**config.mk**
```make
export PLATFORM = sky130hd
export DESIGN_NAME = lkt_transceiver
export DESIGN_NICKNAME = d
export VERILOG_FILES = /design/src/logic/lkt_nco.v /design/src/logic/lkt_sync.v /design/src/logic/lkt_transceiver.v
export VERILOG_INCLUDE_DIRS = /design/src /design/src/logic
export SDC_FILE = /design/constraint.sdc
export NUM_CORES = 1
export LEC_CHECK = 0
export BUFFER_PORTS_ARGS = -buffer_cell sky130_fd_sc_hd__buf_2
export CELL_PAD_IN_SITES_DETAIL_PLACEMENT = 0
export CELL_PAD_IN_SITES_GLOBAL_PLACEMENT = 1
export CORE_MARGIN = 5
export CORE_UTILIZATION = 43
export DETAILED_ROUTE_END_ITERATION = 10
export PLACE_DENSITY = 0.87
export SLEW_MARGIN = 20
export SYNTH_ARGS = -nofsm -noshare
export SYNTH_HDL_FRONTEND = slang
export SYNTH_HIERARCHICAL = 1
export SYNTH_SLANG_ARGS = --single-unit
```
**constraint.sdc**
```tcl
create_clock -name MCLK -period 3.2 [get_ports MCLK]
set_input_delay 0.32 -clock MCLK [delete_from_list [all_inputs] [get_ports MCLK]]
set_output_delay 0.32 -clock MCLK [all_outputs]
set_load 0.005 [all_outputs]
```
**src/logic/lkt_defs.vh**
```
// Constants for the serial link transceiver
`ifndef LKT_DEFS_VH
`define LKT_DEFS_VH
`define LKT_WORD_W       10
`define LKT_PER_W        16
`define LKT_BIT_MULT     16'h000a
`define LKT_BIT_LAST     4'h9
`define LKT_BCLK_FALL    4'h4
`define LKT_COMMA_NEG    10'h0fa
`define LKT_COMMA_POS    10'h305
`define LKT_ADDR_STATUS  12'h000
`define LKT_ADDR_MASK    12'h004
`define LKT_ADDR_STATE   12'h008
`define LKT_EV_W         4
`define LKT_EV_COMMA     0
`define LKT_EV_SIG_UP    1
`define LKT_EV_SIG_DN    2
`define LKT_EV_WORD      3
`define LKT_MASK_RST     4'h0
`define LKT_ST_ALIGNED   16
`define LKT_ST_SIGNAL_DETECT_FLAG    17
`define LKT_ST_LOOP      18
`define LKT_ST_COMMA_EN  19
`endif

```
**src/logic/lkt_nco.v**
```verilog
// Rate measurement and bit-tick generator (ten bits per measured period)
`timescale 1ns/1ps
`default_nettype none
`include "lkt_defs.vh"
module lkt_nco #(
  parameter HALF = 0
) (
  input  wire                  clk,     // System clock
  input  wire                  rst,     // Async reset, active high
  input  wire                  ref_rise,// Rising edge of rate reference
  input  wire                  realign, // Restart bit phase
  output reg                   tick,    // One pulse per bit time
  output reg  [`LKT_PER_W-1:0] period   // Reference period in cycles
);
  reg  [`LKT_PER_W-1:0] cnt_q;
  reg  [`LKT_PER_W-1:0] acc_q;
  wire [`LKT_PER_W:0]   acc_nx = {1'b0, acc_q} + {1'b0, `LKT_BIT_MULT};
  wire [`LKT_PER_W-1:0] start  = HALF ? (period >> 1) : {`LKT_PER_W{1'b0}};
  wire                  wrap   = (period != {`LKT_PER_W{1'b0}}) &&
                                 (acc_nx >= {1'b0, period});

  always @(posedge clk or posedge rst) begin
    if (rst) begin
      cnt_q  <= {`LKT_PER_W{1'b0}};
      acc_q  <= {`LKT_PER_W{1'b0}};
      period <= {`LKT_PER_W{1'b0}};
      tick   <= 1'b0;
    end else begin
      if (ref_rise) begin
        period <= cnt_q + 16'h0001;
        cnt_q  <= {`LKT_PER_W{1'b0}};
      end else if (cnt_q != {`LKT_PER_W{1'b1}}) begin
        cnt_q <= cnt_q + 16'h0001;
      end
      // Transmit restart is itself the first bit boundary of the word
      tick <= (wrap && !realign) ||
              (realign && (HALF == 0) && (period != {`LKT_PER_W{1'b0}}));
      if (realign) begin
        acc_q <= start;
      end else if (wrap) begin
        acc_q <= acc_nx[`LKT_PER_W-1:0] - period;
      end else begin
        acc_q <= acc_nx[`LKT_PER_W-1:0];
      end
    end
  end
endmodule
`default_nettype wire

```
**src/logic/lkt_sync.v**
```verilog
// Three-stage input synchroniser with agreement filter
`timescale 1ns/1ps
`default_nettype none
module lkt_sync #(
  parameter W = 1
) (
  input  wire         clk,   // Sampling clock
  input  wire         rst,   // Async reset, active high
  input  wire [W-1:0] din,   // Asynchronous inputs
  output reg  [W-1:0] dout   // Filtered, synchronous
);
  reg [W-1:0] s1_q;
  reg [W-1:0] s2_q;
  reg [W-1:0] s3_q;
  integer i;

  always @(posedge clk or posedge rst) begin
    if (rst) begin
      s1_q <= {W{1'b0}};
      s2_q <= {W{1'b0}};
      s3_q <= {W{1'b0}};
      dout <= {W{1'b0}};
    end else begin
      s1_q <= din;
      s2_q <= s1_q;
      s3_q <= s2_q;
      for (i = 0; i < W; i = i + 1) begin
        if (s2_q[i] == s3_q[i]) begin
          dout[i] <= s3_q[i];
        end
      end
    end
  end
endmodule
`default_nettype wire

```
**src/logic/lkt_transceiver.v**
```verilog
// Serial link transmitter and receiver with APB status block
//
// Function
// - Transmit bit clock is byte clock times ten
// - Capture transmit word on byte clock rise
// - Load strobe moves word into serializer
// - Serialize most significant bit first
// - Loopback select steers serial output pair
// - Unselected output pair held low
// - Receive mux follows loopback select
// - Recover bit timing, retime received data
// - Signal detect follows optical signal present
// - Assemble words, first bit into bit nine
// - Comma alignment sets flag and realigns
// - Receive byte clock at word rate
//
// Implementation choices: register access over APB and the placing of the registers.
`timescale 1ns/1ps
`default_nettype none
`include "lkt_defs.vh"
module lkt_transceiver (
  input  wire        MCLK,                     // System clock
  input  wire        RST,                      // Async reset
  input  wire        PSEL,                     // APB select
  input  wire        PENABLE,                  // APB enable
  input  wire        PWRITE,                   // APB write
  input  wire [11:0] PADDR,                    // APB address
  input  wire [31:0] PWDATA,                   // APB write data
  output reg  [31:0] PRDATA,                   // APB read data
  output reg         PREADY,                   // APB ready
  output reg         PSLVERR,                  // APB error
  output reg         IRQ,                      // Interrupt, level
  input  wire        TX_BYTE_CLOCK,            // Transmit byte clock
  input  wire [9:0]  TX_PARALLEL_WORD,         // Transmit word
  input  wire        LOOPBACK_SELECT,          // 1 selects loop pair
  output reg         LINE_SERIAL_OUT_P,        // Line out, true
  output reg         LINE_SERIAL_OUT_N,        // Line out, complement
  output reg         LOOP_SERIAL_OUT_P,        // Loop out, true
  output reg         LOOP_SERIAL_OUT_N,        // Loop out, complement
  input  wire        LINE_SERIAL_IN_P,         // Line in, true
  input  wire        LINE_SERIAL_IN_N,         // Line in, complement
  input  wire        LOOP_SERIAL_IN_P,         // Loop in, true
  input  wire        LOOP_SERIAL_IN_N,         // Loop in, complement
  input  wire        OPTICAL_SIGNAL_PRESENT_P, // Signal present, true
  input  wire        OPTICAL_SIGNAL_PRESENT_N, // Signal present, compl.
  output reg         SIGNAL_DETECT_FLAG,       // Signal detect
  input  wire        REFERENCE_CLOCK,          // Receive rate reference
  input  wire        COMMA_ALIGN_ENABLE,       // Allow realignment
  output reg         RX_BYTE_CLOCK,            // Receive byte clock
  output reg  [9:0]  RX_PARALLEL_WORD,         // Receive word
  output reg         COMMA_ALIGNED             // Aligned flag
);

  // Pin synchronisation
  wire [19:0] pins_async = {
    TX_BYTE_CLOCK,
    TX_PARALLEL_WORD,
    LOOPBACK_SELECT,
    LINE_SERIAL_IN_P,
    LINE_SERIAL_IN_N,
    LOOP_SERIAL_IN_P,
    LOOP_SERIAL_IN_N,
    OPTICAL_SIGNAL_PRESENT_P,
    OPTICAL_SIGNAL_PRESENT_N,
    REFERENCE_CLOCK,
    COMMA_ALIGN_ENABLE
  };
  wire [19:0] pins;

  lkt_sync #(
    .W (20)
  ) u_sync (
    .clk  (MCLK),
    .rst  (RST),
    .din  (pins_async),
    .dout (pins)
  );

  wire       tx_byte_clock    = pins[19];
  wire [9:0] tx_parallel_word = pins[18:9];
  wire       loopback_select  = pins[8];
  wire       line_in          = pins[7] & ~pins[6];
  wire       loop_in          = pins[5] & ~pins[4];
  wire       sig_present      = pins[3] & ~pins[2];
  wire       reference_clock  = pins[1];
  wire       comma_align_en   = pins[0];

  // Edge detection on synchronised clocks
  reg  txc_q;
  reg  refc_q;
  wire tx_rise  = tx_byte_clock & ~txc_q;
  wire ref_rise = reference_clock & ~refc_q;

  always @(posedge MCLK or posedge RST) begin
    if (RST) begin
      txc_q  <= 1'b0;
      refc_q <= 1'b0;
    end else begin
      txc_q  <= tx_byte_clock;
      refc_q <= reference_clock;
    end
  end

  // ---------------- Transmit path ----------------
  wire                  tx_bit_tick;

  // Bit ticks at ten per byte clock period
  lkt_nco #(
    .HALF (0)
  ) u_tx_nco (
    .clk      (MCLK),
    .rst      (RST),
    .ref_rise (tx_rise),
    .realign  (tx_rise),
    .tick     (tx_bit_tick),
    .period   ()
  );

  reg [9:0] tx_in_q;
  reg [9:0] tx_sh_q;
  reg [3:0] tx_cnt_q;
  reg       tx_bit_q;
  wire      serializer_load_strobe = tx_bit_tick && !tx_rise && (tx_cnt_q == 4'h0);

  always @(posedge MCLK or posedge RST) begin
    if (RST) begin
      tx_in_q <= 10'h000;
    end else if (tx_rise) begin
      tx_in_q <= tx_parallel_word;
    end
  end

  always @(posedge MCLK or posedge RST) begin
    if (RST) begin
      tx_sh_q  <= 10'h000;
      tx_cnt_q <= 4'h0;
      tx_bit_q <= 1'b0;
    end else begin
      if (tx_rise) begin
        tx_cnt_q <= 4'h0;
      end else if (tx_bit_tick) begin
        if (serializer_load_strobe) begin
          tx_sh_q  <= {tx_in_q[8:0], 1'b0};
          tx_bit_q <= tx_in_q[9];
        end else begin
          tx_sh_q  <= {tx_sh_q[8:0], 1'b0};
          tx_bit_q <= tx_sh_q[9];
        end
        if (tx_cnt_q == `LKT_BIT_LAST) begin
          tx_cnt_q <= 4'h0;
        end else begin
          tx_cnt_q <= tx_cnt_q + 4'h1;
        end
      end
    end
  end

  // Output pair steering
  always @(posedge MCLK or posedge RST) begin
    if (RST) begin
      LINE_SERIAL_OUT_P <= 1'b0;
      LINE_SERIAL_OUT_N <= 1'b0;
      LOOP_SERIAL_OUT_P <= 1'b0;
      LOOP_SERIAL_OUT_N <= 1'b0;
    end else if (loopback_select) begin
      LOOP_SERIAL_OUT_P <= tx_bit_q;
      LOOP_SERIAL_OUT_N <= ~tx_bit_q;
      LINE_SERIAL_OUT_P <= 1'b0;
      LINE_SERIAL_OUT_N <= 1'b0;
    end else begin
      LINE_SERIAL_OUT_P <= tx_bit_q;
      LINE_SERIAL_OUT_N <= ~tx_bit_q;
      LOOP_SERIAL_OUT_P <= 1'b0;
      LOOP_SERIAL_OUT_N <= 1'b0;
    end
  end

  // ---------------- Receive path ----------------
  reg  rxd_q;
  reg  rxd_prev_q;
  wire rx_edge = rxd_q ^ rxd_prev_q;

  always @(posedge MCLK or posedge RST) begin
    if (RST) begin
      rxd_q      <= 1'b0;
      rxd_prev_q <= 1'b0;
    end else begin
      rxd_q      <= loopback_select ? loop_in : line_in;
      rxd_prev_q <= rxd_q;
    end
  end

  wire                  rx_bit_tick;

  // Reference sets bit length; data edges set mid-bit phase
  lkt_nco #(
    .HALF (1)
  ) u_rx_nco (
    .clk      (MCLK),
    .rst      (RST),
    .ref_rise (ref_rise),
    .realign  (rx_edge),
    .tick     (rx_bit_tick),
    .period   ()
  );

  reg  [9:0] rx_sh_q;
  reg  [3:0] rx_cnt_q;
  wire [9:0] rx_sh_d = {rx_sh_q[8:0], rxd_q};
  wire       comma   = (rx_sh_d == `LKT_COMMA_NEG) ||
                       (rx_sh_d == `LKT_COMMA_POS);
  reg        ev_comma;
  reg        ev_word;

  always @(posedge MCLK or posedge RST) begin
    if (RST) begin
      rx_sh_q          <= 10'h000;
      rx_cnt_q         <= 4'h0;
      RX_PARALLEL_WORD <= 10'h000;
      RX_BYTE_CLOCK    <= 1'b0;
      COMMA_ALIGNED    <= 1'b0;
      ev_comma         <= 1'b0;
      ev_word          <= 1'b0;
    end else begin
      ev_comma <= 1'b0;
      ev_word  <= 1'b0;
      if (!comma_align_en) begin
        COMMA_ALIGNED <= 1'b0;
      end
      if (rx_bit_tick) begin
        rx_sh_q <= rx_sh_d;
        if (comma_align_en && comma) begin
          RX_PARALLEL_WORD <= rx_sh_d;
          rx_cnt_q         <= 4'h0;
          RX_BYTE_CLOCK    <= 1'b1;
          COMMA_ALIGNED    <= 1'b1;
          ev_comma         <= 1'b1;
          ev_word          <= 1'b1;
        end else if (rx_cnt_q == `LKT_BIT_LAST) begin
          RX_PARALLEL_WORD <= rx_sh_d;
          rx_cnt_q         <= 4'h0;
          RX_BYTE_CLOCK    <= 1'b1;
          COMMA_ALIGNED    <= 1'b0;
          ev_word          <= 1'b1;
        end else begin
          rx_cnt_q <= rx_cnt_q + 4'h1;
          // Fall mid-word so the word is stable there
          if (rx_cnt_q == `LKT_BCLK_FALL) begin
            RX_BYTE_CLOCK <= 1'b0;
          end
        end
      end
    end
  end

  // Signal detect
  reg ev_sig_up;
  reg ev_sig_dn;

  always @(posedge MCLK or posedge RST) begin
    if (RST) begin
      SIGNAL_DETECT_FLAG <= 1'b0;
      ev_sig_up          <= 1'b0;
      ev_sig_dn          <= 1'b0;
    end else begin
      SIGNAL_DETECT_FLAG <= sig_present;
      ev_sig_up          <= sig_present & ~SIGNAL_DETECT_FLAG;
      ev_sig_dn          <= ~sig_present & SIGNAL_DETECT_FLAG;
    end
  end

  // ---------------- Status, mask, APB ----------------
  wire [`LKT_EV_W-1:0] events;

  assign events[`LKT_EV_COMMA]  = ev_comma;
  assign events[`LKT_EV_SIG_UP] = ev_sig_up;
  assign events[`LKT_EV_SIG_DN] = ev_sig_dn;
  assign events[`LKT_EV_WORD]   = ev_word;

  reg  [`LKT_EV_W-1:0] status_q;
  reg  [`LKT_EV_W-1:0] mask_q;
  reg  [`LKT_EV_W-1:0] clr_q;
  wire                 apb_acc  = PSEL & PENABLE;
  wire                 apb_done = apb_acc & PREADY;
  wire                 hit_st   = (PADDR == `LKT_ADDR_STATUS);
  wire                 hit_mk   = (PADDR == `LKT_ADDR_MASK);
  wire                 hit_sa   = (PADDR == `LKT_ADDR_STATE);
  reg  [31:0]          rd_d;

  always @* begin
    rd_d = 32'h00000000;
    if (hit_st) begin
      rd_d[`LKT_EV_W-1:0] = status_q;
    end else if (hit_mk) begin
      rd_d[`LKT_EV_W-1:0] = mask_q;
    end else if (hit_sa) begin
      rd_d[9:0]              = RX_PARALLEL_WORD;
      rd_d[`LKT_ST_ALIGNED]  = COMMA_ALIGNED;
      rd_d[`LKT_ST_SIGNAL_DETECT_FLAG]   = SIGNAL_DETECT_FLAG;
      rd_d[`LKT_ST_LOOP]     = loopback_select;
      rd_d[`LKT_ST_COMMA_EN] = comma_align_en;
    end
  end

  always @(posedge MCLK or posedge RST) begin
    if (RST) begin
      PREADY  <= 1'b0;
      PRDATA  <= 32'h00000000;
      PSLVERR <= 1'b0;
      clr_q   <= {`LKT_EV_W{1'b0}};
    end else begin
      PREADY  <= 1'b0;
      PSLVERR <= 1'b0;
      if (apb_acc && !PREADY) begin
        PREADY  <= 1'b1;
        PSLVERR <= ~(hit_st | hit_mk | hit_sa);
        PRDATA  <= PWRITE ? 32'h00000000 : rd_d;
        // Only bits actually reported are cleared later
        clr_q   <= (!PWRITE && hit_st) ? status_q : {`LKT_EV_W{1'b0}};
      end
    end
  end

  always @(posedge MCLK or posedge RST) begin
    if (RST) begin
      status_q <= {`LKT_EV_W{1'b0}};
      mask_q   <= `LKT_MASK_RST;
      IRQ      <= 1'b0;
    end else begin
      // Set wins over read-clear
      if (apb_done && !PWRITE && hit_st) begin
        status_q <= (status_q & ~clr_q) | events;
      end else begin
        status_q <= status_q | events;
      end
      if (apb_done && PWRITE && hit_mk) begin
        mask_q <= PWDATA[`LKT_EV_W-1:0];
      end
      IRQ <= |(status_q & mask_q);
    end
  end

endmodule
`default_nettype wire

```
Word-level counts from Yosys, hierarchy flattened
Cells that the tools add are included.
W data, S select, Z words.
- add/subtract/negate cells: 8
- $mul: 0
- divide/modulo/power cells: 0
- magnitude comparators: 2
- equality and inequality tests: 29
- shifts and indexed selects: 0
- mux-type cells: 47
- bitwise gates (word level): 27
- reduce and logical (&&, ||, !) cells: 33
- operators with widths (kind ; number):
    $mux W16 ; 8
    $mux W4 ; 12
    $mux W10 ; 4
    $add A16 B4 Y17 const B ; 2
    $ge A17 B16 Y1 ; 2
    $add A16 B1 Y16 const B ; 2
    $ne A16 B16 Y1 const B ; 2
    $reduce_bool A16 Y1 ; 2
    $sub A16 B16 Y16 ; 2
    $eq A1 B1 Y1 ; 20
    $mux W1 ; 20
    $mux W20 ; 1
    $logic_and A1 B1 Y1 ; 14
    $eq A12 B3 Y1 const B ; 1
    $eq A12 B4 Y1 const B ; 1
    $logic_not A12 Y1 ; 1
    $mux W6 ; 2
    $eq A10 B10 Y1 const B ; 1
    $eq A10 B8 Y1 const B ; 1
    $not A1 Y1 ; 10
    $and A1 B1 Y1 ; 9
    $add A4 B1 Y4 const B ; 2
    $and A4 B4 Y4 ; 2
    $eq A4 B4 Y1 const B ; 2
    other kinds (12) ; 23
- bits in registers: 288
- latch bits: 0
- bits in writable memories: 0
- bits in read-only memories: 0
- output and inout port bits: 52
- word-level logic and storage cells: 206
- memories: 0

Logic depth before layout (Yosys ltp)
Gate-level depths: netlist of run 1.
- word-level depth: 6
- gate-level depth with buffers: 14
- mapped depth without buffers: 13

By module
The synthesis of run 1 kept the hierarchy.
- by module, submodules not included (module ; instances ; cells each ; area each (sq um)):
    lkt_transceiver ; 1 ; 322 ; 3953.8
    lkt_nco (u_rx_nco) ; 1 ; 376 ; 3400.8
    lkt_nco (u_tx_nco) ; 1 ; 353 ; 3150.5
    lkt_sync ; 1 ; 101 ; 2230.9

Least setup slack after synthesis of run 1
OpenSTA, ideal clock, no wires.
- path type: flip-flop to flip-flop
- start: register u_tx_nco.acc_q[1]
- end: register u_tx_nco.acc_q[1]
- library setup time: 0.072 ns
- data arrival time: 2.913 ns
- slack: 0.215 ns
- cell stages (with the launch flop): 15
- path buffers: 1
- cell sequence: dfrtp_1 ha_1 o21ai_0 nor2_1 nand4_1 xnor2_1 ha_1 a21o_1 a21oi_1 o21ai_0 a311o_1 o21ai_2 buf_4 mux2_1 nor2_1
- word-level cells in the longest chain between the ends: 5
- RTL lines (what ; RTL line ; RTL):
    start, declared ; lkt_nco.v:16 ; reg [`LKT_PER_W-1:0] acc_q;
    start signal, assigned ; lkt_nco.v:25 ; acc_q <= {`LKT_PER_W{1'b0}};
    start signal, assigned ; lkt_nco.v:39 ; acc_q <= start;
    start signal, assigned ; lkt_nco.v:41 ; acc_q <= acc_nx[`LKT_PER_W-1:0] - period;
    $add A16 B4 Y17 (*) ; lkt_nco.v:17 ; wire [`LKT_PER_W:0] acc_nx = {1'b0, acc_q} + {1'b0, `LKT_BIT_MULT};
    $ge A17 B16 Y1 ; lkt_nco.v:20 ; (acc_nx >= {1'b0, period});
    $logic_and A1 B1 Y1 ; lkt_nco.v:19 ; wire wrap = (period != {`LKT_PER_W{1'b0}}) &&
    $mux W16 (*) ; lkt_nco.v:40 ; end else if (wrap) begin
    $mux W16 (*) ; lkt_nco.v:38 ; if (realign) begin
Every way passes the cells marked *; elsewhere a longest branch is shown, timed or not.
A chain may end at the register's enable or synchronous reset.

Final worst setup path of run 1
- start: register u_rx_nco.acc_q[1]
- end: register u_rx_nco.acc_q[14]
- word-level cells in the longest chain between the ends: 5
- RTL lines (what ; RTL line):
    start, declared ; lkt_nco.v:16
    start signal, assigned ; lkt_nco.v:25
    start signal, assigned ; lkt_nco.v:39
    start signal, assigned ; lkt_nco.v:41
    $add A16 B4 Y17 (*) ; lkt_nco.v:17
    $ge A17 B16 Y1 ; lkt_nco.v:20
    $logic_and A1 B1 Y1 ; lkt_nco.v:19
    $mux W16 (*) ; lkt_nco.v:40
    $mux W16 (*) ; lkt_nco.v:38
Marked as above.

==> results of run 1 <==
## logic make-up after synthesis
group | after synthesis | share of synthesized area
flops | 269 | 0.529
buf+inv | 115 | 0.0442
other cells | 1 | 0.000294
simple gates | 333 | 0.135
mux | 58 | 0.0516
compound gates | 234 | 0.125
fa+ha+maj | 64 | 0.0621
xor+xnor | 78 | 0.0536
## state kept, by name (all words and copies together) (netlist names), 20 cells and up
register,count
u_sync/dout,20
u_sync/s1_q,20
u_sync/s2_q,20
u_sync/s3_q,20
## final timing paths
check | start | to | slack (ps)
max in group asynchronous | RST | ev_sig_dn | 1920
hold reg to reg | u_sync/s1_q[13] | u_sync/s2_q[13] | 350
setup reg to reg | u_rx_nco/acc_q[1] | u_rx_nco/acc_q[14] | 60
setup / recovery | u_rx_nco/acc_q[1] | u_rx_nco/acc_q[14] | 60
hold / removal | PWDATA[3] | mask_q[3] | 20
min in group asynchronous | RST | u_sync/s1_q[1] | 500
## through the flow
step | total power [mW] | cell area [um^2] | setup WS (ps)
floorplan | 9.26 | 12800 | 215
global placement | 10.6 | 13700 | 61.1
detailed placement | 10.8 | 13700 | 23.1
CTS | 14.0 | 14800 | 8.20
global route | 15.4 | 15100 | -66.2
finish | 14.3 | 15100 | 64.0
## cells in the mapped netlist, types with 14 or more instances
master	number	share of area
maj3_2	20	0.018
and3_1	15	0.0074
nor3_1	14	0.0055
dfrtp_1	269	0.53
nand2_1	78	0.023
ha_1	42	0.041
nand3_1	28	0.011
nor2_1	96	0.028
clkbuf_1	21	0.0062
nor2b_1	18	0.0088
mux2_2	28	0.025
inv_1	60	0.018
xnor2_1	44	0.030
buf_4	21	0.012
nand4_1	15	0.0074
a21oi_1	71	0.028
mux2i_1	21	0.017
nor4_1	14	0.0069
o21ai_0	54	0.021
xor2_1	34	0.023
## repair_timing
action,in CTS,in global routing
resized for setup,0,42
endpoints found under the hold margin,69,0
hold buffers,21,0
buffers inserted,0,11
setup endpoints to repair,0,32
## cell type report
class / count / area (um^2) / share of cell area
Multi-Input combinational cell: 787 / 5730 / 0.379
Clock inverter: 8 / 82.6 / 0.00546
Tap cell: 390 / 488 / 0.0323
Clock buffer: 39 / 802 / 0.0531
Inverter: 60 / 231 / 0.0153
Sequential cell: 269 / 6740 / 0.446
Timing Repair Buffer: 150 / 1050 / 0.0694
## power groups by stage
stage / Clock [mW] / Combinational [mW] / Sequential (mW)
floorplan: 0 / 4.68 / 4.58
detailed placement: 0 / 6.01 / 4.75
global route: 3.34 / 7.23 / 4.82
finish: 3.11 / 6.51 / 4.72
CTS: 3.18 / 6.08 / 4.70
global placement: 0 / 5.89 / 4.72
## routing by layer
layer	vias to the layer above	share of wire	global-route usage	wire length [um]
met2	138	0.50	0.267	13000
met3	35	0.035	0.0213	915
met5	-	0	0	0
met1	4361	0.45	0.207	11700
li1	4329	-	-	-
met4	0	0.020	0.0399	532
==> impl_results.md, run 1 <==
* Status: complete, no violations
* Die height at between 150 and 200 um
* CP Data Arrival Time at 3540 ps
* Slew headroom at 0.311
* CP Depth at 13
* First-pass GRT wire length at roughly 44000 um
* Die area at roughly 0.033 mm^2
* DRT antenna net count at 0
* Core Util, Final at 0.513
* Worst Hold Class: input pin to flip-flop
* Startpoint class of the critical path: flip-flop
* Clk_lat worst skew at 540 ps
* Min Hold Slack at 22.8 ps
* Critical-path top delay cell: dfrtp_1
* Vias in the first global route at 9110
* DR WL/cell at ~15 um
* R2r worst-path depth at 13
* PwrDens at 949 mW/mm^2
* Std cell rows at 63
* Area Growth Syn to Fin at 18.7%
* Drt first pass iters at 5
* Seq cells post-synth at 269
* Gr ovfl total at 0
* Max-cap violations at 0
* Critical path data required time at 3610 ps
* Placed Instances at 1621
* Nets at 1409
* Register area share after synthesis at 0.529
* Crit-path max cell delay at around 370 ps
* Htree depth at 1
* Post-DP HPWL at 17700 um
* Drt drc at 0
* N_diodes at 0
* Period utilization at 0.980
* Antenna violations before repair at 0
* CP Max Fanout at 7
* Syn Inst Count at 1152
* Clock sinks at 269
* Switching part of the total power at 0.372
* YS warnings at 6
* Average size of a mapped cell at 11.1 um^2
* Max Root-Sink Buffers at 3
* Most frequent cells in the layout: 266 x dfrtp_1, 93 x nor2_1, 78 x nand2_1, 74 x buf_2, 67 x a21oi_1
* Layout cells sized above 1 at 0.231
* Fin cells at between 1500 and 2000
* Num CTS Buffers at 28
* Core region area at 0.0295 mm^2
* TNS Setup at 0 ps
* Filler Cells Inserted at 2597
* Commonest non-fill, non-tap cell in the layout: dfrtp_1
* Internal power at approximately 9 mW
* Hold depth at 2
* Clock network power share at 0.217
* Static Leak at 6.95 nW
* Largest net degree at the start of global routing at 64
* Min Tclk post-route at approximately 3100 ps
* Combinational share of power at 0.454
* Root Driver: clkbuf_16
* Ports at about 120
* Cell Chain, Critical Path: a21oi_1 > buf_4 > or2_2 > nor2_1 > xor2_1 > ha_2 > buf_4 > and3_4 > nand4_1 > o21ai_4 > o21a_2 > o41ai_1 > a21oi_1
* Via count at 8863
* Final GP Congestion at 0.860
* Buf+Inv Stages, Crit Path at 2
* Clk slew on worst S/H paths at ~60 ps
* CTS tree: built
* Highest clock rate at ~320 MHz
* Worst setup EP type: flip-flop
* Seq pwr share at 0.329
* Worst VDD drop at 0.747 mV
* Crit path max-delay family: compound AO/OA/AOI/OAI gates
* Setup CP Type: flip-flop to flip-flop
* Unrepaired setup endpoints after global routing: true
* Clock Skews at 15.5 ps
* Final wirelength at 26100 um
* Setup-failing EPs final at 0
* Main synth FF type: dfrtp_1
* Avg Vias per Cell at around 5.2
* Synthesized area at 0.0127 mm^2
* Slew Limit Fails at 0
* I/O Buffers at between 70 and 80
* Die W at 182 um
* Gr usage total at 0.155
* Starting DRT DRC Count at 410
* Worst-margin pin slew at 1030 ps
* Asr flop ratio synth at 1.00
* Starting Density at 0.432
* Count of cell types in the netlist at between 90 and 100
* P_sw at around 5.3 mW
* Final Hold Viols at 0
* EDFF count, synth at 0
(Power assumes the default switching activity.)
==> inputs of run 2 (changes only) <==
Settings changed: SETUP_SLACK_MARGIN set to 0.2.
==> run 2 against run 1 <==
  * Sequential cell count stayed put
  * Largest cell class unchanged
  * Die area is the same
  * Largest power group unchanged
  * Routed wire length rose by 6.5%
  * Non-clock buffer count up 44
  * Cell count up 2.6%
  * Total power increased by 11%
  * Count of clock-buffer cells in the layout unchanged
  * Critical path depth grew 1
  * Via count rose by 3.9%
==> impl_results.md, run 2 (same netlist as run 1, synthesis figures left out) <==
* Root Driver: clkbuf_16 (unchanged)
* Startpoint class of the critical path: flip-flop (unchanged)
* Unrepaired setup endpoints after global routing: true (unchanged)
* Static Leak at 7.31 nW (was 6.95 nW)
* Post-DP HPWL at 17700 um (unchanged)
* CP Data Arrival Time at 3540 ps (about the same)
* Worst Hold Class: input pin to flip-flop (unchanged)
* Worst VDD drop at 0.841 mV (was 0.747 mV)
* Final wirelength at 27800 um (was 26100 um)
* Layout cells sized above 1 at 0.298 (was 0.231)
* DR WL/cell at 15.9 um (was 15.3 um)
* Max-cap violations at 0 (unchanged)
* Hold endpoint: mask_q[3] (unchanged)
* Status: complete, no violations (unchanged)
* Core region area at 0.0295 mm^2 (unchanged)
* Final GP Congestion at 0.860 (unchanged)
* Clock Skews at 15.2 ps (was 15.5 ps)
* Buf+Inv Stages, Crit Path at 3 (was 2)
* Critical path data required time at 3600 ps (was 3610 ps)
* Worst r2r src: u_rx_nco/acc_q[1] (unchanged)
* Setup-failing EPs final at 0 (unchanged)
* Critical-path top delay cell: dfrtp_1 (unchanged)
* CP startpoint: u_rx_nco/acc_q[1] (unchanged)
* Gr ovfl total at 0 (unchanged)
* Area Growth Syn to Fin at 26.3% (was 18.7%)
* CP Max Fanout at 7 (unchanged)
* Clock sinks at 269 (unchanged)
* Reg2Reg Setup Slack at 60 ps (about the same)
* Period utilization at 0.981 (was 0.980)
* Nets at 1453 (was 1409)
* First-pass GRT wire length at 46000 um (was 44100 um)
* Starting Density at 0.432 (unchanged)
* Slew headroom at 0.310 (was 0.311)
* Die height at 182 um (unchanged)
* Most frequent cells in the layout: 265 x dfrtp_1, 88 x nor2_1, 76 x nand2_1, 76 x buf_4, 74 x buf_2 (was 266 x dfrtp_1, 93 x nor2_1, 78 x nand2_1, 74 x buf_2, 67 x a21oi_1)
* R2r worst-path depth at 14 (was 13)
* Avg Vias per Cell at 5.27 (was 5.20)
* Pre-CTS setup slack at 23.1 ps (unchanged)
* Min Hold Slack at 21.2 ps (was 22.8 ps)
* R2R Path End: u_rx_nco/acc_q[14] (unchanged)
* Slew Limit Fails at 0 (unchanged)
* CTS tree: built (unchanged)
* DRT antenna net count at 0 (unchanged)
* Die area at 0.0332 mm^2 (unchanged)
* Drt first pass iters at 4 (was 5)
* Vias in the first global route at 9428 (was 9110)
* Htree depth at 1 (unchanged)
* Core Util, Final at 0.545 (was 0.513)
* Highest clock rate at 319 MHz (about the same)
* Gr usage total at 0.162 (was 0.155)
* Starting DRT DRC Count at 522 (was 410)
* N_diodes at 0 (unchanged)
* Worst setup EP type: flip-flop (unchanged)
* Filler Cells Inserted at 2470 (was 2597)
* Hold depth at 2 (unchanged)
* I/O Buffers at 74 (unchanged)
* Cell Chain, Critical Path: a21oi_2 > buf_6 > nor4_4 > buf_4 > nand3_4 > xnor2_4 > ha_4 > a21o_1 > a21oi_2 > o21ai_4 > buf_6 > o21a_4 > o41ai_1 > a21oi_1 (was a21oi_1 > buf_4 > or2_2 > nor2_1 > xor2_1 > ha_2 > buf_4 > and3_4 > nand4_1 > o21ai_4 > o21a_2 > o41ai_1 > a21oi_1)
* Antenna violations before repair at 0 (unchanged)
* Via count at 9206 (was 8863)
* Std cell rows at 63 (unchanged)
* Multi-input gate area at 0.00626 mm^2 (was 0.00573 mm^2)
* Clk slew on worst S/H paths at 60 ps (about the same)
* Ports at 121 (unchanged)
* Commonest non-fill, non-tap cell in the layout: dfrtp_1 (unchanged)
* Num CTS Buffers at 28 (unchanged)
* Clk_lat worst skew at 540 ps (about the same)
* Die W at 182 um (unchanged)
* PwrDens at 987 mW/mm^2 (was 949 mW/mm^2)
* Max Root-Sink Buffers at 3 (unchanged)
* TNS Setup at 0 ps (unchanged)
* Crit path max-delay family: compound AO/OA/AOI/OAI gates (unchanged)
* Worst-margin pin slew at 1030 ps (about the same)
* Crit-path max cell delay at 430 ps (was 370 ps)
* Setup CP Type: flip-flop to flip-flop (unchanged)
* Largest net degree at the start of global routing at 64 (unchanged)
* Min Tclk post-route at 3140 ps (about the same)
* Final Hold Viols at 0 (unchanged)
* Drt drc at 0 (unchanged)
* Setup ws final at 61.2 ps (was 64.0 ps)
* Reg area at 0.00674 mm^2 (about the same)
* Worst min-delay path startpoint: PWDATA[3] (unchanged)
* Total power at 15.9 mW (was 14.3 mW)
## run 2: changes by cell type in the layout (fill, tap and decap cells not counted), moves of 5 or more
cell / change
a21oi_1: -9
a21oi_2: +9
buf_4: +25
buf_6: +16
ha_1: -5
ha_4: +9
nand3_1: -5
nor2_1: -5
xnor2_1: -8
xnor2_2: +5
## run 2: layout make-up
| cell class | instances | share of cell area |
|---|---|---|
| Clock buffer | 39 | 0.0499 |
| Clock inverter | 8 | 0.00514 |
| Timing Repair Buffer | 194 | 0.0920 |
| Multi-Input combinational cell | 787 | 0.389 |
| Sequential cell | 269 | 0.419 |
| Tap cell | 390 | 0.0303 |
| Inverter | 60 | 0.0144 |
## run 2: how the worst max path moves through the flow
stage / to / slack, ps / depth (start not counted)
2_1_floorplan: u_tx_nco/acc_q[1] / 210 / 14
3_3_place_gp: u_tx_nco/acc_q[1] / 60 / 14
3_5_place_dp: u_tx_nco/acc_q[1] / 20 / 14
4_1_cts: u_rx_nco/acc_q[4] / 120 / 12
5_1_grt: u_tx_nco/acc_q[13] / -40 / 15
6_report: u_rx_nco/acc_q[14] / 60 / 14
## run 2: routing by layer
metal / GRT usage / vias to the layer above / wire length, um
li1: - / 4413 / -
met1: 0.213 / 4585 / 11900
met2: 0.281 / 148 / 14000
met3: 0.0233 / 60 / 1050
met4: 0.0480 / 0 / 784
met5: 0 / - / 0
## run 2: through the flow
stage          instance area, um^2  cells
4_1_cts                      15300   1722
3_3_place_gp                 13700   1621
3_5_place_dp                 13700   1621
2_1_floorplan                12800   1169
5_1_grt                      16100   1747
6_report                     16100   1747
## run 2: repair_timing
action	4_1_cts	5_1_grt
cloned	3	0
pin swaps	36	61
buffers inserted	30	25
hold endpoints to repair	69	0
hold buffers	21	0
endpoints found under the setup margin	32	33
resized for setup	53	93
## run 2: report_power, final
part           internal [mW]  total [mW]  switching, mW
logic                   3.98        7.99           4.01
registers               4.10        4.77          0.667
clock network           1.82        3.11           1.30
total                   9.90        15.9           5.97
## run 2: worst reg2reg max path: cells and delay by family (launching register included)
kind / cells / cell delay (ps)
fa+ha+maj: 1 / 250
simple gates: 2 / 300
xor+xnor: 1 / 220
flops: 1 / 430
compound gates: 7 / 1350
buf+inv: 3 / 450
==> inputs of run 3 (changes only) <==
Settings changed: HOLD_SLACK_MARGIN set to 0.15.
==> run 3 against run 2 <==
  * Total power barely moved
  * Largest cell class unchanged
  * Combinational power hardly changed
  * Die area unchanged
  * Global-route usage is essentially flat
  * Sequential cell count is the same
==> impl_results.md, run 3 (same netlist as run 1, synthesis figures left out) <==
* DRT antenna net count at 0 (unchanged)
* Clk slew on worst S/H paths at 60 ps (about the same)
* Ports at 121 (unchanged)
* Root Driver: clkbuf_16 (unchanged)
* Area Growth Syn to Fin at 26.8% (was 26.3%)
* Final wirelength at 27800 um (about the same)
* Unrepaired setup endpoints after global routing: true (unchanged)
* PwrDens at 984 mW/mm^2 (was 987 mW/mm^2)
* Status: complete, no violations (unchanged)
* Fin cells at 1754 (was 1747)
* Startpoint class of the critical path: flip-flop (unchanged)
* CTS tree: built (unchanged)
* Worst Hold Class: input pin to flip-flop (unchanged)
* Highest clock rate at 318 MHz (was 319 MHz)
* Starting Density at 0.432 (unchanged)
* Largest net degree at the start of global routing at 64 (unchanged)
* Die W at 182 um (unchanged)
* Max Root-Sink Buffers at 3 (unchanged)
* First-pass GRT wire length at 46100 um (was 46000 um)
* I/O Buffers at 74 (unchanged)
* Cell Area, Placed at 0.0137 mm^2 (unchanged)
* CP Max Fanout at 7 (unchanged)
* Worst VDD drop at 0.841 mV (about the same)
* Commonest non-fill, non-tap cell in the layout: dfrtp_1 (unchanged)
* Layout cells sized above 1 at 0.296 (was 0.298)
* Static Leak at 7.35 nW (was 7.31 nW)
* Starting DRT DRC Count at 476 (was 522)
* Max-cap violations at 0 (unchanged)
* Post-DP HPWL at 17700 um (unchanged)
* Die height at 182 um (unchanged)
* Gr usage total at 0.163 (was 0.162)
* Min Hold Slack at 188 ps (was 21.2 ps)
* Worst-margin pin slew at 1030 ps (about the same)
* Most frequent cells in the layout: 265 x dfrtp_1, 88 x nor2_1, 76 x nand2_1, 76 x buf_4, 74 x buf_2 (unchanged)
* Nets at 1460 (was 1453)
* DR WL/cell at 15.9 um (about the same)
* Std cell rows at 63 (unchanged)
* Setup CP Type: flip-flop to flip-flop (unchanged)
* Vias in the first global route at 9446 (was 9428)
* GRT met3 Usage at 0.0227 (was 0.0233)
* Clk_lat worst skew at 540 ps (about the same)
* N_diodes at 0 (unchanged)
* Drt first pass iters at 4 (unchanged)
* Min Tclk post-route at 3140 ps (about the same)
* Fin area at 0.0161 mm^2 (about the same)
* GR Util met1 at 0.214 (was 0.213)
* Period utilization at 0.982 (was 0.981)
* Drt drc at 0 (unchanged)
* Slew headroom at 0.311 (was 0.310)
* Final Hold Viols at 0 (unchanged)
* Critical path data required time at 3600 ps (about the same)
* Gr busiest metal: met2 (unchanged)
* Final GP Congestion at 0.860 (unchanged)
* Setup-failing EPs final at 0 (unchanged)
* Global routing usage on met2 at 0.281 (about the same)
* Filler Cells Inserted at 2466 (was 2470)
* Placed Instances at 1621 (unchanged)
* Core region area at 0.0295 mm^2 (unchanged)
* Clock sinks at 269 (unchanged)
* Clock Skews at 15.3 ps (was 15.2 ps)
* Via count at 9230 (was 9206)
* Die area at 0.0332 mm^2 (unchanged)
* Slew Limit Fails at 0 (unchanged)
* CP Data Arrival Time at 3550 ps (was 3540 ps)
* Gr ovfl total at 0 (unchanged)
* Worst setup EP type: flip-flop (unchanged)
* Num CTS Buffers at 28 (unchanged)
* Htree depth at 1 (unchanged)
* Avg Vias per Cell at 5.26 (was 5.27)
* Antenna violations before repair at 0 (unchanged)
-- run 3: cell count changes in the layout (fill, tap and decap cells not counted) --
cell and change:
dlygate4sd3_1 +7
-- run 3: path summary, 6_finish.rpt --
check | from | endpoint | slack, ps | cells past startpoint
worst max-delay path | u_rx_nco/acc_q[1] | u_rx_nco/acc_q[14] | 60 | 14
min in group asynchronous | RST | u_sync/s1_q[1] | 500 | 3
max in group asynchronous | RST | RX_PARALLEL_WORD[0] | 1920 | 4
worst max register to register | u_rx_nco/acc_q[1] | u_rx_nco/acc_q[14] | 60 | 14
worst min-delay path | PWRITE | status_q[1] | 190 | 4
worst min register to register | u_sync/s1_q[13] | u_sync/s2_q[13] | 340 | 0
-- run 3: area by class of cell --
type                    count  area, um^2  area share
clock buffers              39         802      0.0497
clock inverters             8        82.6     0.00511
inverters                  60         231      0.0143
multi-input cells         787        6260       0.388
flip-flops and latches    269        6740       0.417
well taps                 390         488      0.0302
repair buffers            201        1550      0.0959
-- run 3: power by group --
group | internal, mW | total (mW) | switching [mW]
clock | 1.82 | 3.11 | 1.30
sequential | 4.10 | 4.77 | 0.667
combinational | 3.99 | 8.00 | 4.01
total | 9.91 | 15.9 | 5.98
-- run 3: metrics by stage --
step | TNS (ps) | setup slack, ps | util | total power [mW]
6_report | 0 | 58.6 | 0.548 | 15.9
5_1_grt | -207 | -44.3 | 0.548 | 17.0
4_1_cts | 0 | 121 | 0.523 | 14.7
3_5_place_dp | 0 | 23.1 | 0.465 | 10.8
3_3_place_gp | 0 | 61.1 | 0.465 | 10.6
2_1_floorplan | 0 | 215 | - | 9.26
-- run 3: worst max-delay path: stages, from the launching register on --
cell and delay, ps:
dfrtp_1 430, a21oi_2 80, buf_6 130, nor4_4 200, buf_4 190, nand3_4 100
xnor2_4 220, ha_4 240, a21o_1 210, a21oi_2 200, o21ai_4 120, buf_6 130
o21a_4 260, o41ai_1 400, a21oi_1 80
-- run 3: metal layers --
layer / wire [um] / vias up / share of wire
li1: - / 4427 / -
met1: 12000 / 4592 / 0.43
met2: 14000 / 151 / 0.50
met3: 959 / 60 / 0.034
met4: 783 / 0 / 0.028
met5: 0 / - / 0
-- run 3: repair_timing --
action | CTS | global route
resized for setup | 53 | 93
gates cloned | 3 | 0
endpoints found under the setup margin | 32 | 33
hold buffers | 28 | 0
buffers inserted | 30 | 25
pin swaps | 36 | 61
hold endpoints to repair | 183 | 0
